--- config.mk ---
export PLATFORM = sky130hd
export DESIGN_NAME = signal_modulator
export DESIGN_NICKNAME = d
export VERILOG_FILES = /design/src/verilog/signal_modulator_pkg.sv /design/src/verilog/signal_modulator.sv
export VERILOG_INCLUDE_DIRS = /design/src /design/src/verilog
export SDC_FILE = /design/constraint.sdc
export NUM_CORES = 1
export LEC_CHECK = 0
export BUFFER_PORTS_ARGS = -buffer_cell sky130_fd_sc_hd__buf_2
export CAP_MARGIN = 20
export CORE_MARGIN = 2
export CORE_UTILIZATION = 35
export CTS_CLUSTER_DIAMETER = 40
export DETAILED_ROUTE_END_ITERATION = 8
export GPL_ROUTABILITY_DRIVEN = 0
export SETUP_SLACK_MARGIN = 0.02
export SLEW_MARGIN = 0
export SYNTH_ARGS = -nofsm -noshare
export SYNTH_HDL_FRONTEND = slang
export SYNTH_SLANG_ARGS = --single-unit
--- constraint.sdc ---
create_clock -name core_clk -period 2.09 [get_ports core_clk]
set_clock_uncertainty 0.15 [all_clocks]
set_input_delay 0.418 -clock core_clk [delete_from_list [all_inputs] [get_ports core_clk]]
set_output_delay 0.418 -clock core_clk [all_outputs]
set_load 0.02 [all_outputs]
--- src/verilog/signal_modulator_defines.svh ---
`ifndef SIGNAL_MODULATOR_DEFINES_SVH
`define SIGNAL_MODULATOR_DEFINES_SVH

// Register indices on the 2-bit register port
`define ADDR_CONTROL 2'h0
`define ADDR_SOURCE 2'h1
`define ADDR_HIGH_CARRIER 2'h2
`define ADDR_LOW_CARRIER 2'h3

// Reset values
`define RST_CONTROL 8'h20
`define RST_SOURCE 8'h00
`define RST_HIGH_CARRIER 8'h00
`define RST_LOW_CARRIER 8'h00

// Field positions
`define CTRL_EN_BIT 7
`define CTRL_OE_BIT 6
`define CTRL_SLEW_BIT 5
`define CTRL_POL_BIT 4
`define CTRL_STATUS_BIT 3
`define CTRL_SW_BIT 0
`define SEL_PIN_DIS_BIT 7
`define CAR_POL_BIT 6
`define CAR_SYNC_BIT 5

// Selection codes
`define SRC_SW_BIT 4'h0
`define SRC_PIN 4'h1
`define SRC_SDO 4'h2
`define SRC_TX1 4'h3
`define SRC_TX2 4'h4
`define SRC_PWM_FIRST 4'h5
`define CAR_GROUND 4'h0
`define CAR_PIN_ONE 4'h1
`define CAR_PIN_TWO 4'h2
`define CAR_REF_CLK 4'h3
`define CAR_PWM_FIRST 4'h4

`endif

--- src/verilog/signal_modulator_pkg.sv ---
package signal_modulator_pkg;

	typedef struct packed {
		logic en;
		logic oe;
		logic slew;
		logic pol;
		logic sw_bit;
	} ctrl_s;

	typedef struct packed {
		logic pin_dis;
		logic [3:0] sel;
	} src_s;

	typedef struct packed {
		logic pin_dis;
		logic pol;
		logic sync;
		logic [3:0] sel;
	} car_s;

	// Pin-side inputs that need synchronising
	typedef struct packed {
		logic mod_in;
		logic cin1;
		logic cin2;
		logic ref_clk;
	} pins_s;

	typedef enum logic [1:0] {
		PH_LOW = 2'b01,
		PH_HIGH = 2'b10
	} phase_e;

	typedef struct packed {
		ctrl_s ctrl;
		src_s src;
		car_s high_time_carrier;
		car_s low_time_carrier;
		pins_s pin_meta;
		pins_s pin_sync;
		logic [7:0] periph_q;
		logic mod_q;
		logic high_time_carrier_q;
		logic low_time_carrier_q;
		logic high_time_carrier_prev;
		logic low_time_carrier_prev;
		phase_e phase;
		logic status;
		logic out;
		logic [7:0] pin_dis;
		logic [7:0] rdata;
	} state_s;

endpackage

--- src/verilog/signal_modulator.sv ---
// The implementer's own choices: the address map and the strobed register port.
`timescale 1ns/100ps
`include "signal_modulator_defines.svh"

module signal_modulator (
	// Clock and reset
	input wire logic core_clk,
	input wire logic rst_n,
	// Register port
	input wire logic [1:0] reg_addr,
	input wire logic [7:0] reg_wdata,
	input wire logic reg_wr,
	input wire logic reg_rd,
	output logic [7:0] reg_rdata,
	// Pins from outside the clock domain
	input wire logic modulator_input_pin,
	input wire logic carrier_pin_one,
	input wire logic carrier_pin_two,
	input wire logic ref_clk_in,
	// On-chip peripheral outputs, same clock
	input wire logic sdo_in,
	input wire logic uart1_tx,
	input wire logic uart2_tx,
	input wire logic [4:0] pwm_in,
	// Pad and peripheral controls
	output logic modulated_output_pin,
	output logic slew_limit_pad,
	output logic [7:0] periph_pin_disable
);

	signal_modulator_pkg::state_s state_ff;
	signal_modulator_pkg::state_s nxt_state;
	logic [7:0] periph_vec;
	logic high_time_carrier_fall;
	logic low_time_carrier_fall;
	logic mixed;
	logic out_val;

	////////////////////////////////////////////////////////////////////////////////

	function automatic signal_modulator_pkg::ctrl_s ctrl_from_byte(input logic [7:0] b);
		signal_modulator_pkg::ctrl_s c;
		c.en = b[`CTRL_EN_BIT];
		c.oe = b[`CTRL_OE_BIT];
		c.slew = b[`CTRL_SLEW_BIT];
		c.pol = b[`CTRL_POL_BIT];
		c.sw_bit = b[`CTRL_SW_BIT];
		return c;
	endfunction

	function automatic signal_modulator_pkg::src_s src_from_byte(input logic [7:0] b);
		signal_modulator_pkg::src_s s;
		s.pin_dis = b[`SEL_PIN_DIS_BIT];
		s.sel = b[3:0];
		return s;
	endfunction

	function automatic signal_modulator_pkg::car_s car_from_byte(input logic [7:0] b);
		signal_modulator_pkg::car_s c;
		c.pin_dis = b[`SEL_PIN_DIS_BIT];
		c.pol = b[`CAR_POL_BIT];
		c.sync = b[`CAR_SYNC_BIT];
		c.sel = b[3:0];
		return c;
	endfunction

	function automatic logic [7:0] car_to_byte(input signal_modulator_pkg::car_s c);
		return {c.pin_dis, c.pol, c.sync, 1'b0, c.sel};
	endfunction

	// Flat peripheral vector: 0 serial data, 1-2 uarts, 3-7 PWM units
	assign periph_vec = state_ff.periph_q;

	function automatic logic pick_mod(input logic [3:0] sel, input logic sw,
			input logic pin, input logic [7:0] pv);
		logic r;
		r = 1'b0;
		case (sel)
			`SRC_SW_BIT: r = sw;
			`SRC_PIN: r = pin;
			`SRC_SDO: r = pv[0];
			`SRC_TX1: r = pv[1];
			`SRC_TX2: r = pv[2];
			4'h5: r = pv[3];
			4'h6: r = pv[4];
			4'h7: r = pv[5];
			4'h8: r = pv[6];
			4'h9: r = pv[7];
			default: r = 1'b0;
		endcase
		return r;
	endfunction

	function automatic logic pick_car(input logic [3:0] sel,
			input signal_modulator_pkg::pins_s ps, input logic [7:0] pv);
		logic r;
		r = 1'b0;
		case (sel)
			`CAR_GROUND: r = 1'b0;
			`CAR_PIN_ONE: r = ps.cin1;
			`CAR_PIN_TWO: r = ps.cin2;
			`CAR_REF_CLK: r = ps.ref_clk;
			4'h4: r = pv[3];
			4'h5: r = pv[4];
			4'h6: r = pv[5];
			4'h7: r = pv[6];
			4'h8: r = pv[7];
			default: r = 1'b0;
		endcase
		return r;
	endfunction

	////////////////////////////////////////////////////////////////////////////////

	assign high_time_carrier_fall = state_ff.high_time_carrier_prev & ~state_ff.high_time_carrier_q;
	assign low_time_carrier_fall = state_ff.low_time_carrier_prev & ~state_ff.low_time_carrier_q;

	always_comb begin
		nxt_state = state_ff;

		// Two flip-flops for every pin; only the second is read by logic
		nxt_state.pin_meta.mod_in = modulator_input_pin;
		nxt_state.pin_meta.cin1 = carrier_pin_one;
		nxt_state.pin_meta.cin2 = carrier_pin_two;
		nxt_state.pin_meta.ref_clk = ref_clk_in;
		nxt_state.pin_sync = state_ff.pin_meta;
		nxt_state.periph_q = {pwm_in, uart2_tx, uart1_tx, sdo_in};

		// Selection and carrier polarity; disabled forces ground and software bit
		if (state_ff.ctrl.en) begin
			nxt_state.mod_q = pick_mod(state_ff.src.sel, state_ff.ctrl.sw_bit,
				state_ff.pin_sync.mod_in, periph_vec);
			nxt_state.high_time_carrier_q = state_ff.high_time_carrier.pol ^
				pick_car(state_ff.high_time_carrier.sel, state_ff.pin_sync, periph_vec);
			nxt_state.low_time_carrier_q = state_ff.low_time_carrier.pol ^
				pick_car(state_ff.low_time_carrier.sel, state_ff.pin_sync, periph_vec);
		end else begin
			nxt_state.mod_q = state_ff.ctrl.sw_bit;
			nxt_state.high_time_carrier_q = 1'b0;
			nxt_state.low_time_carrier_q = 1'b0;
		end
		nxt_state.high_time_carrier_prev = state_ff.high_time_carrier_q;
		nxt_state.low_time_carrier_prev = state_ff.low_time_carrier_q;

		// Carrier switching; sync holds the old carrier until its pulse ends
		case (state_ff.phase)
			signal_modulator_pkg::PH_HIGH: begin
				if (!state_ff.mod_q && (!state_ff.high_time_carrier.sync || high_time_carrier_fall)) begin
					nxt_state.phase = signal_modulator_pkg::PH_LOW;
				end
			end
			signal_modulator_pkg::PH_LOW: begin
				if (state_ff.mod_q && (!state_ff.low_time_carrier.sync || low_time_carrier_fall)) begin
					nxt_state.phase = signal_modulator_pkg::PH_HIGH;
				end
			end
			default: begin
				nxt_state.phase = signal_modulator_pkg::PH_LOW;
			end
		endcase

		// Mix, invert, gate to the pin
		mixed = (nxt_state.phase == signal_modulator_pkg::PH_HIGH) ?
			state_ff.high_time_carrier_q : state_ff.low_time_carrier_q;
		out_val = state_ff.ctrl.pol ^ mixed;
		nxt_state.status = out_val;
		nxt_state.out = state_ff.ctrl.en & state_ff.ctrl.oe & out_val;

		// Pin disables follow the stored selections even while disabled
		for (int i = 0; i < 8; i++) begin
			nxt_state.pin_dis[i] =
				(state_ff.src.pin_dis && state_ff.src.sel == 4'(i + 2)) ||
				(i >= 3 && state_ff.high_time_carrier.pin_dis && state_ff.high_time_carrier.sel == 4'(i + 1)) ||
				(i >= 3 && state_ff.low_time_carrier.pin_dis && state_ff.low_time_carrier.sel == 4'(i + 1));
		end

		// Register writes; the status bit ignores writes
		if (reg_wr) begin
			case (reg_addr)
				`ADDR_CONTROL: nxt_state.ctrl = ctrl_from_byte(reg_wdata);
				`ADDR_SOURCE: nxt_state.src = src_from_byte(reg_wdata);
				`ADDR_HIGH_CARRIER: nxt_state.high_time_carrier = car_from_byte(reg_wdata);
				`ADDR_LOW_CARRIER: nxt_state.low_time_carrier = car_from_byte(reg_wdata);
				default: nxt_state.ctrl = state_ff.ctrl;
			endcase
		end

		// Read data stands only in the cycle after the strobe
		nxt_state.rdata = 8'h00;
		if (reg_rd) begin
			case (reg_addr)
				`ADDR_CONTROL: nxt_state.rdata = {state_ff.ctrl.en, state_ff.ctrl.oe,
					state_ff.ctrl.slew, state_ff.ctrl.pol, state_ff.status, 2'b00,
					state_ff.ctrl.sw_bit};
				`ADDR_SOURCE: nxt_state.rdata = {state_ff.src.pin_dis, 3'b000,
					state_ff.src.sel};
				`ADDR_HIGH_CARRIER: nxt_state.rdata = car_to_byte(state_ff.high_time_carrier);
				`ADDR_LOW_CARRIER: nxt_state.rdata = car_to_byte(state_ff.low_time_carrier);
				default: nxt_state.rdata = 8'h00;
			endcase
		end
	end

	always_ff @(posedge core_clk) begin
		if (!rst_n) begin
			state_ff <= '0;
			state_ff.ctrl <= ctrl_from_byte(`RST_CONTROL);
			state_ff.src <= src_from_byte(`RST_SOURCE);
			state_ff.high_time_carrier <= car_from_byte(`RST_HIGH_CARRIER);
			state_ff.low_time_carrier <= car_from_byte(`RST_LOW_CARRIER);
			state_ff.phase <= signal_modulator_pkg::PH_LOW;
		end else begin
			state_ff <= nxt_state;
		end
	end

	assign reg_rdata = state_ff.rdata;
	assign modulated_output_pin = state_ff.out;
	assign slew_limit_pad = state_ff.ctrl.slew;
	assign periph_pin_disable = state_ff.pin_dis;

	////////////////////////////////////////////////////////////////////////////////

	property p_oe_holds_low;
		@(posedge core_clk) disable iff (!rst_n)
		!state_ff.ctrl.oe |=> !modulated_output_pin;
	endproperty
	a_oe_holds_low: assert property (p_oe_holds_low)
		else $error("output pin not low while output disabled");

	property p_disabled_no_output;
		@(posedge core_clk) disable iff (!rst_n)
		!state_ff.ctrl.en |=> !modulated_output_pin;
	endproperty
	a_disabled_no_output: assert property (p_disabled_no_output)
		else $error("output active while module disabled");

	property p_slew_write;
		@(posedge core_clk) disable iff (!rst_n)
		reg_wr && reg_addr == `ADDR_CONTROL |=>
			slew_limit_pad == $past(reg_wdata[`CTRL_SLEW_BIT]);
	endproperty
	a_slew_write: assert property (p_slew_write)
		else $error("slew limit does not follow control write");

	property p_out_polarity;
		@(posedge core_clk) disable iff (!rst_n)
		state_ff.ctrl.en && state_ff.ctrl.oe |=>
			modulated_output_pin == ($past(state_ff.ctrl.pol) ^ $past(mixed));
	endproperty
	a_out_polarity: assert property (p_out_polarity)
		else $error("output polarity wrong");

	property p_status_read;
		@(posedge core_clk) disable iff (!rst_n)
		reg_rd && reg_addr == `ADDR_CONTROL |=>
			reg_rdata[`CTRL_STATUS_BIT] == $past(state_ff.status) && reg_rdata[2:1] == 2'b00;
	endproperty
	a_status_read: assert property (p_status_read)
		else $error("control read shows wrong status or reserved bits");

	property p_source_reserved;
		@(posedge core_clk) disable iff (!rst_n)
		reg_rd && reg_addr == `ADDR_SOURCE |=> reg_rdata[6:4] == 3'b000;
	endproperty
	a_source_reserved: assert property (p_source_reserved)
		else $error("source register reserved bits read nonzero");

	property p_carrier_reserved;
		@(posedge core_clk) disable iff (!rst_n)
		reg_rd && (reg_addr == `ADDR_HIGH_CARRIER || reg_addr == `ADDR_LOW_CARRIER) |=>
			reg_rdata[4] == 1'b0;
	endproperty
	a_carrier_reserved: assert property (p_carrier_reserved)
		else $error("carrier register reserved bit reads nonzero");

	property p_rdata_idle;
		@(posedge core_clk) disable iff (!rst_n)
		!reg_rd |=> reg_rdata == 8'h00;
	endproperty
	a_rdata_idle: assert property (p_rdata_idle)
		else $error("read data present without a read");

	property p_disabled_sources;
		@(posedge core_clk) disable iff (!rst_n)
		!state_ff.ctrl.en |=> !state_ff.high_time_carrier_q && !state_ff.low_time_carrier_q &&
			state_ff.mod_q == $past(state_ff.ctrl.sw_bit);
	endproperty
	a_disabled_sources: assert property (p_disabled_sources)
		else $error("disabled module not forced to ground and software bit");

	property p_sw_bit_source;
		@(posedge core_clk) disable iff (!rst_n)
		state_ff.ctrl.en && state_ff.src.sel == `SRC_SW_BIT |=>
			state_ff.mod_q == $past(state_ff.ctrl.sw_bit);
	endproperty
	a_sw_bit_source: assert property (p_sw_bit_source)
		else $error("software bit not used as modulator");

	property p_reserved_source;
		@(posedge core_clk) disable iff (!rst_n)
		state_ff.ctrl.en && state_ff.src.sel > 4'h9 |=> !state_ff.mod_q;
	endproperty
	a_reserved_source: assert property (p_reserved_source)
		else $error("reserved source code drives the modulator");

	property p_high_fixed_carrier;
		@(posedge core_clk) disable iff (!rst_n)
		state_ff.ctrl.en && (state_ff.high_time_carrier.sel == `CAR_GROUND || state_ff.high_time_carrier.sel > 4'h8) |=>
			state_ff.high_time_carrier_q == $past(state_ff.high_time_carrier.pol);
	endproperty
	a_high_fixed_carrier: assert property (p_high_fixed_carrier)
		else $error("grounded or reserved high carrier not at its polarity level");

	property p_low_fixed_carrier;
		@(posedge core_clk) disable iff (!rst_n)
		state_ff.ctrl.en && (state_ff.low_time_carrier.sel == `CAR_GROUND || state_ff.low_time_carrier.sel > 4'h8) |=>
			state_ff.low_time_carrier_q == $past(state_ff.low_time_carrier.pol);
	endproperty
	a_low_fixed_carrier: assert property (p_low_fixed_carrier)
		else $error("grounded or reserved low carrier not at its polarity level");

	property p_high_sync_hold;
		@(posedge core_clk) disable iff (!rst_n)
		state_ff.phase == signal_modulator_pkg::PH_HIGH && state_ff.high_time_carrier.sync && !high_time_carrier_fall
			|=> state_ff.phase == signal_modulator_pkg::PH_HIGH;
	endproperty
	a_high_sync_hold: assert property (p_high_sync_hold)
		else $error("left high carrier without falling edge");

	property p_low_sync_hold;
		@(posedge core_clk) disable iff (!rst_n)
		state_ff.phase == signal_modulator_pkg::PH_LOW && state_ff.low_time_carrier.sync && !low_time_carrier_fall
			|=> state_ff.phase == signal_modulator_pkg::PH_LOW;
	endproperty
	a_low_sync_hold: assert property (p_low_sync_hold)
		else $error("left low carrier without falling edge");

	property p_no_sync_follow;
		@(posedge core_clk) disable iff (!rst_n)
		!state_ff.high_time_carrier.sync && !state_ff.low_time_carrier.sync |=>
			(state_ff.phase == signal_modulator_pkg::PH_HIGH) == $past(state_ff.mod_q);
	endproperty
	a_no_sync_follow: assert property (p_no_sync_follow)
		else $error("carrier switch not immediate without sync");

	property p_source_pin_disable;
		@(posedge core_clk) disable iff (!rst_n)
		state_ff.src.pin_dis && state_ff.src.sel == `SRC_SDO |=> periph_pin_disable[0];
	endproperty
	a_source_pin_disable: assert property (p_source_pin_disable)
		else $error("source peripheral pin not disabled");

	property p_high_pin_disable;
		@(posedge core_clk) disable iff (!rst_n)
		state_ff.high_time_carrier.pin_dis && state_ff.high_time_carrier.sel == 4'h5 |=> periph_pin_disable[4];
	endproperty
	a_high_pin_disable: assert property (p_high_pin_disable)
		else $error("high carrier peripheral pin not disabled");

	property p_low_pin_disable;
		@(posedge core_clk) disable iff (!rst_n)
		state_ff.low_time_carrier.pin_dis && state_ff.low_time_carrier.sel == 4'h8 |=> periph_pin_disable[7];
	endproperty
	a_low_pin_disable: assert property (p_low_pin_disable)
		else $error("low carrier peripheral pin not disabled");

	// No disable here: this one watches the reset itself
	property p_reset_defaults;
		@(posedge core_clk)
		!rst_n |=> !state_ff.ctrl.en && slew_limit_pad && !modulated_output_pin &&
			reg_rdata == 8'h00 && periph_pin_disable == 8'h00;
	endproperty
	a_reset_defaults: assert property (p_reset_defaults)
		else $error("reset did not restore defaults");

	property p_out_gate;
		@(posedge core_clk) disable iff (!rst_n)
		state_ff.ctrl.en && state_ff.ctrl.oe |=> modulated_output_pin == state_ff.status;
	endproperty
	a_out_gate: assert property (p_out_gate)
		else $error("enabled output pin differs from status");

endmodule // signal_modulator

## Word-level counts from Yosys, hierarchy flattened

Index checks and enable logic that the tools add are counted.

- Output and inout port bits: 18
- Memories kept: 0
- Bits of input ports: 26
- Latch bits: 0
- ROM bits: 0
- RAM bits: 0
- Flip-flop bits (word level): 65

- Eq/ne operators: 31
- Reductions and logical operators: 43
- Bitwise operators: 9
- Muxes and demuxes: 11
- Shift-type cells: 0
- Divide/modulo/power cells: 0
- Add/subtract/negate cells: 0
- Multipliers: 0
- Magnitude comparators: 0

Operator list:

| kind | number |
|---|---|
| $eq A4 B3 Y1 const B | 12 |
| $pmux W8 S4 | 1 |
| $eq A4 B2 Y1 const B | 6 |
| $logic_and A1 B1 Y1 | 20 |
| $eq A4 B4 Y1 const B | 4 |
| $pmux W1 S8 | 2 |
| $eq A4 B1 Y1 const B | 3 |
| $logic_or A1 B1 Y1 | 12 |
| $reduce_and A2 Y1 | 6 |
| $pmux W1 S10 | 1 |
| $eq A2 B2 Y1 const B | 4 |
| $and A1 B1 Y1 | 4 |
| $eq A2 B1 Y1 const B | 2 |
| $logic_not A4 Y1 | 1 |
| $mux W2 | 2 |
| $pmux W2 S2 | 1 |
| $logic_not A1 Y1 | 3 |
| $mux W1 | 3 |
| $mux W3 | 1 |
| $xor A1 B1 Y1 | 3 |
| $logic_not A2 Y1 | 1 |
| $not A1 Y1 | 2 |

## Logic depth before layout (Yosys ltp)

Gate-level depths: netlist of run 1.

- Depth after elaboration: 10
- Gate-level depth with buffers: 7
- Mapped depth without buffers: 7

## Worst setup path after synthesis of run 1

No wires, ideal clock.

- Path kind: register -> register
- From: register state_ff[42] (netlist name)
- To: register state_ff (netlist bit nxt_state[20])
- Setup time: 117 ps
- Arrival time: 1,370 ps
- Cell stages (with the launch flop): 7
- Period minus slack after synthesis: 1,637 ps
- Data required time: 1,823 ps
- Slack: 453 ps
- Cells stage by stage: dfxtp_1 > buf_6 > mux2_4 > a221o_1 > o211ai_2 > nand3_1 > nor3b_2

- Longest elaborated chain between the ends: 4

Ends and longest elaborated chain:

| what | RTL line | RTL |
|---|---|---|
| start, declared | signal_modulator.sv:31 | `signal_modulator_pkg::state_s state_ff;` |
| start signal, assigned | signal_modulator.sv:213 | `state_ff <= nxt_state;` |
| $eq A4 B4 Y1 (tied with other cells) | signal_modulator.sv:98 | `case (sel)` |
| $pmux W1 S8 * | signal_modulator.sv:98 |  |
| $mux W1 * | signal_modulator.sv:130 | `if (state_ff.ctrl.en) begin` |
| $xor A1 B1 Y1 * | signal_modulator.sv:135 | `nxt_state.low_time_carrier_q = state_ff.low_time_carrier.pol ^` |

Every way passes the cells marked *; elsewhere a longest branch is shown, timed or not. The select of a mux whose other input is x is not followed.
A chain may end at the register's enable or synchronous reset.

## Worst setup path in the final report of run 1

Same ends and word-level chain as after synthesis.

==> results.md, run 1 <==
- Max-cap viol count: 0
- CTS tree: yes
- P_leak: between 0.001 and 0.0015 µW
- Bufs and invs on worst path: 0
- Critical path cell sequence: mux2_4, a221o_1, o211ai_2, nand3_1, nor3b_2
- Final period utilization: 0.869
- Final setup TNS: 0 ps
- Latest clock arrival within the worst-skew pair: around 340 ps
- Fin util: 0.410
- DRT iter0 DRCs: 113
- First-pass GRT wire length: about 10,000 µm
- IO Port Bufs: 43
- Post-Synthesis Net Count: between 300 and 400
- H-tree Lvls: 3
- Post-Synth Simple-Gate Area: 0.221
- Largest net degree at the start of global routing: 28
- Max incr delay on CP: 540 ps
- Post-CTS Setup Inserts: 0
- Critical Path RT: around 2200 ps
- Pwr dens: 793 mW/mm²
- Post-cts sizing count: 0
- Die width: roughly 96 µm
- Worst endpoint data arrival time: 1900 ps
- Hold_buf cts: 0
- Share of layout cells above drive strength 1: 0.234
- Max rail drop VDD: approximately 370 µV
- Most frequent cells in the layout: dfxtp_1 (65), buf_2 (43), nor2b_1 (31)
- Wire length on met3: between 300 and 400 µm
- Worst Hold Class: in -> reg
- Slew margin rel.: 0.647
- FF+latch count, synth: 65
- Rows: 33
- Complex-gate fraction of the synthesized area: 0.113
- Num ports: 44
- Antenna-violating nets left: 0
- Layout Area Growth over Synthesis: 13.4%
- Mapped Avg Cell Area: 9.73 µm²
- Yosys warnings: 0
- Number of global-route vias before repair: around 2,100
- Asr flop ratio synth: 0
- Antenna violations before repair: 0
- Met2 WL: ~2800 µm
- Starting density of the core: 0.362
- Die area: just over 0.009 mm²
- Worst-path clk slew: 70 ps
- Kind of critical path: reg -> reg
- Final hold viol count: 0
- Multiplexer area fraction after synthesis: 0.143
- Drt wl/cell: ~14 µm
- Router iterations before antenna repair: 4
- Status: finished, final reports clean
- Final wirelength: 6320 µm
- Crit path max-delay family: flip-flops
- Most common cell after layout, fill and taps aside: dfxtp_1
- Max Used Layer: met4
- Top FF cell, synth: dfxtp_1
- Root Driver: clkbuf_8
- Final nets: about 360
- Synth Area in Adders: 0.00838
- TritonCTS Buffers: 9
- Grt total ovfl: 0
- GR Util All Layers: 0.150
- Synth Area in XOR/XNOR: 0
- Worst Setup Start Kind: register
- DR vias: approximately 2,200
- Fillers: 859
- Post-synth EDFFs: 0
- Setup violators final: 0
- # diodes: 0
- RSZ-0062 raised after global routing: false
- Vias per inst: 4.96
- Core area: between 0.008 and 0.009 mm²
- Post-synth cell types: 50
- Crit-path max FO: 10
- DRC viols: 0
- Max Root-Sink Buffers: 2
- Total clock sinks: 65
- Peak Freq: approximately 550 MHz
- Slowest CP cell: dfxtp_1
- Sequential-to-total area share from yosys stat: 0.436
- Die Span Y: 96.4 µm
- Final Slew Violations: 0
- Synthesized cell area: 0.00299 mm²
- Largest family of logic cells by synthesized area: simple AND/OR/NAND/NOR gates
- Cells after Synth: between 300 and 400
- Post-layout min period: between 1500 and 2000 ps
- Wl on met1: slightly above 3000 µm
- CP endpoint kind: register
- Dpl hpwl: between 4000 and 5000 µm
- Worst-Margin Slew: roughly 530 ps
==> final cells by class <==
cell class                 instances  area, µm²  area share
sequential                        65       1300       0.384
timing repair buffer              50        268      0.0791
clock buffer                      12        155      0.0458
inverter                           8       30.0     0.00887
clock inverter                     4       51.3      0.0151
multi-input combinational        199       1450       0.428
tap                              105        131      0.0388
==> cells by family (layout without fill, tap and decap cells) <==
logic type / Yosys count / after routing
simple gates: 117 / 117
flops: 65 / 65
compound gates: 46 / 46
buf+inv: 43 / 74
mux: 34 / 34
fa+ha+maj: 2 / 2
==> where the power goes <==
group	switching (µW)	total [µW]	internal, µW
clock network	475	1090	616
logic	140	273	133
registers	41.3	1320	1280
==> through the flow <==
step	setup slack (ps)	hold WS (ps)	cells	total power [µW]	instance area [µm²]
3_5_place_dp	279	269	427	1620	3180
4_1_cts	271	122	443	2710	3390
5_1_grt	185	123	443	2810	3390
6_report	273	132	443	2690	3390
2_1_floorplan	453	262	307	1540	2990
3_3_place_gp	326	267	427	1610	3180
==> Yosys cell counts (all sizes together) (2+ instances only) <==
master   number  share of area
dfxtp        65           0.44
nor2b        31          0.065
buf          23          0.054
mux2i        22          0.074
and2         21          0.044
nand2        19          0.024
clkbuf       12          0.015
nand3        12          0.020
nor2         12          0.015
a21boi        9          0.023
a21oi         8          0.015
inv           8          0.010
mux2          6          0.024
mux4          6          0.045
a21o          4          0.010
a22oi         4          0.010
o21ai         4         0.0067
nand2b        3         0.0063
nand4         3         0.0063
nor3          3         0.0050
nor3b         3         0.0092
o2111ai       3         0.0088
o221ai        3         0.0088
a31oi         2         0.0042
and3          2         0.0042
ha            2         0.0084
nand3b        2         0.0050
o211ai        2         0.0067
==> flip-flops by register name, summed over array words and instances (netlist names) <==
signal                count
modulated_output_pin      1
periph_vec                8
reg_rdata                 8
state_ff                 33
nxt_state                 6
slew_limit_pad            1
periph_pin_disable        8
==> worst register-to-register path: stages, from the launching register on <==
cell      delay, ps
dfxtp_1         540
mux2_4          330
a221o_1         360
o211ai_2        100
nand3_1          90
nor3b_2         150
==> per-layer routing <==
| metal | vias up | global-route usage |
|---|---|---|
| met4 | 0 | 0.0399 |
| met1 | 1028 | 0.197 |
| met2 | 63 | 0.239 |
| met5 | - | 0 |
| li1 | 1102 | - |
| met3 | 6 | 0.0473 |
==> final timing paths <==
path                 startpoint            end  slack [ps]  depth (start not counted)
hold / removal        pwm_in[0]  periph_vec[3]         130                          2
hold reg to reg   nxt_state[34]   state_ff[34]         280                          1
setup / recovery   state_ff[42]  nxt_state[20]         270                          5
setup reg to reg   state_ff[42]  nxt_state[20]         270                          5
No activity file was read; power rests on OpenSTA's default activity.
==> inputs of run 2 (changes only) <==
--- a/config.mk
+++ b/config.mk
@@ -8,11 +8,13 @@
 export LEC_CHECK = 0
 export BUFFER_PORTS_ARGS = -buffer_cell sky130_fd_sc_hd__buf_2
 export CAP_MARGIN = 20
-export CORE_MARGIN = 2
+export CELL_PAD_IN_SITES_DETAIL_PLACEMENT = 1
+export CELL_PAD_IN_SITES_GLOBAL_PLACEMENT = 1
 export CORE_UTILIZATION = 35
 export CTS_CLUSTER_DIAMETER = 40
 export DETAILED_ROUTE_END_ITERATION = 8
 export GPL_ROUTABILITY_DRIVEN = 0
+export PLACE_DENSITY_LB_ADDON = 0.1
 export SETUP_SLACK_MARGIN = 0.02
 export SLEW_MARGIN = 0
 export SYNTH_ARGS = -nofsm -noshare
==> run 2 against run 1 <==
  * Sequential share of layout area shrank 0.057 points
  * Global-route usage grew 2.9 points
  * Clock power shrank 4%
  * Utilization grew 0.061 points
  * Sequential cell count is the same
  * Die area shrank 4.1%
  * Largest power group unchanged
  * Worst hold slack gained 6.9 ps
==> results.md, run 2 (synthesis results as in run 1) <==
- Drt wl/cell: between 15 and 20 µm
- Pwr dens: roughly 780 mW/mm²
- Fillers: between 900 and 1,000
- First-pass GRT wire length: between 10,000 and 15,000 µm
- Final nets: 364
- Status: finished, final reports clean
- Die area: roughly 0.0089 mm²
- Worst Hold Class: in -> reg
- Die width: around 94 µm
- # diodes: 0
- IO Port Bufs: 43
- RR Startpoint: state_ff[42]
- GR Util All Layers: 0.179
- Worst-Margin Slew: approximately 510 ps
- Post-CTS Setup Inserts: 0
- Hold Crit Endpoint: nxt_state[34]
- R2r setup slk: 240 ps
- CP endpoint kind: register
- Dpl hpwl: 5280 µm
- Top reg by flops: state_ff
- Share of layout cells above drive strength 1: 0.235
- Vias per inst: 4.96
- DR vias: approximately 2,200
- Non-filler instance count after layout: about 450
- Total design power: 2660 µW
- DRC viols: 0
- Die Span Y: between 90 and 100 µm
- Critical Path RT: 2170 ps
- Critical path cell sequence: mux2_4, a221o_1, o211ai_2, nand3_1, nor3b_2
- Worst endpoint data arrival time: roughly 1900 ps
- H-tree Lvls: 3
- Final setup TNS: 0 ps
- TritonCTS Buffers: 9
- Worst Setup Start Kind: register
- P_leak: ~0.0015 µW
- Max incr delay on CP: about 560 ps
- HP Start: carrier_pin_two
- Starting density of the core: 0.362
- Latest clock arrival within the worst-skew pair: around 340 ps
- Final hold viol count: 0
- Antenna-violating nets left: 0
- Hold_buf cts: 0
- Max Root-Sink Buffers: 2
- Antenna violations before repair: 0
- RSZ-0062 raised after global routing: false
- Reg2reg end: nxt_state[20]
- Slowest CP cell: dfxtp_1
- Post-cts sizing count: 0
- WHS Path Cells: 2
- Largest net degree at the start of global routing: 28
- Root Driver: clkbuf_8
- Max-cap viol count: 0
- Final wirelength: approximately 7300 µm
- Layout Area Growth over Synthesis: 13.5%
- Rows: 33
- Worst-path clk slew: 70 ps
- Final period utilization: 0.883
- Dpl cell area: 0.00320 mm²
- Most common cell after layout, fill and taps aside: dfxtp_1
- Core area: approximately 0.0083 mm²
- Most frequent cells in the layout: dfxtp_1 (65), buf_2 (43), nor2b_1 (31)
- Max rail drop VDD: 306 µV
- DRT iter0 DRCs: about 100
- Final Cell Area: ~0.0034 mm²
- Kind of critical path: reg -> reg
- Setup violators final: 0
- Grt total ovfl: 0
- Crit-path max FO: 10
- CTS tree: yes
- Cells on worst reg2reg path: 5
- Number of global-route vias before repair: around 2,200
- Largest register FFs: 33
- Total clock sinks: 65
- Peak Freq: 542 MHz
- Final Slew Violations: 0
- Num ports: 44
- Router iterations before antenna repair: 4
- Post-layout min period: roughly 1800 ps
- Slew margin rel.: 0.660
- Placed Cells: 430
- Hold WS: approximately 140 ps
-- run 2: final cells by class --
cell class	instances	area [µm²]	area share
clock buffers	13	149	0.0439
clock inverters	3	40.0	0.0118
repair buffers	53	290	0.0856
well taps	105	131	0.0387
inverters	8	30.0	0.00885
multi-input cells	199	1450	0.428
flip-flops and latches	65	1300	0.384
-- run 2: metal layers --
layer | global-route usage | share of wire
met1 | 0.238 | 0.50
met5 | 0 | 0
met3 | 0.0459 | 0.036
met2 | 0.275 | 0.44
met4 | 0.0692 | 0.019
-- run 2: stage by stage --
step / setup slack [ps] / utilization
floorplan: 453 / -
global placement: 309 / 0.388
detailed placement: 264 / 0.388
CTS: 246 / 0.411
global route: 158 / 0.411
finish: 244 / 0.411
-- run 2: worst max path at each step --
stage / startpoint / endpoint / slack [ps] / cells past startpoint
finish: state_ff[42] / nxt_state[20] / 240 / 5
global placement: state_ff[42] / nxt_state[20] / 310 / 5
floorplan: state_ff[42] / nxt_state[20] / 450 / 6
global route: state_ff[42] / nxt_state[20] / 160 / 5
CTS: state_ff[42] / nxt_state[20] / 250 / 5
detailed placement: state_ff[42] / nxt_state[20] / 260 / 5
-- run 2: report_power, final --
part / total (µW) / switching [µW] / internal (µW)
clock network: 1050 / 468 / 582
logic: 281 / 145 / 135
registers: 1320 / 43.9 / 1280
-- run 2: worst max-delay path, delay by kind of cell (launching register included) --
kind            cells  cell delay (ps)
compound gates      2              450
flops               1              560
simple gates        2              240
mux                 1              330
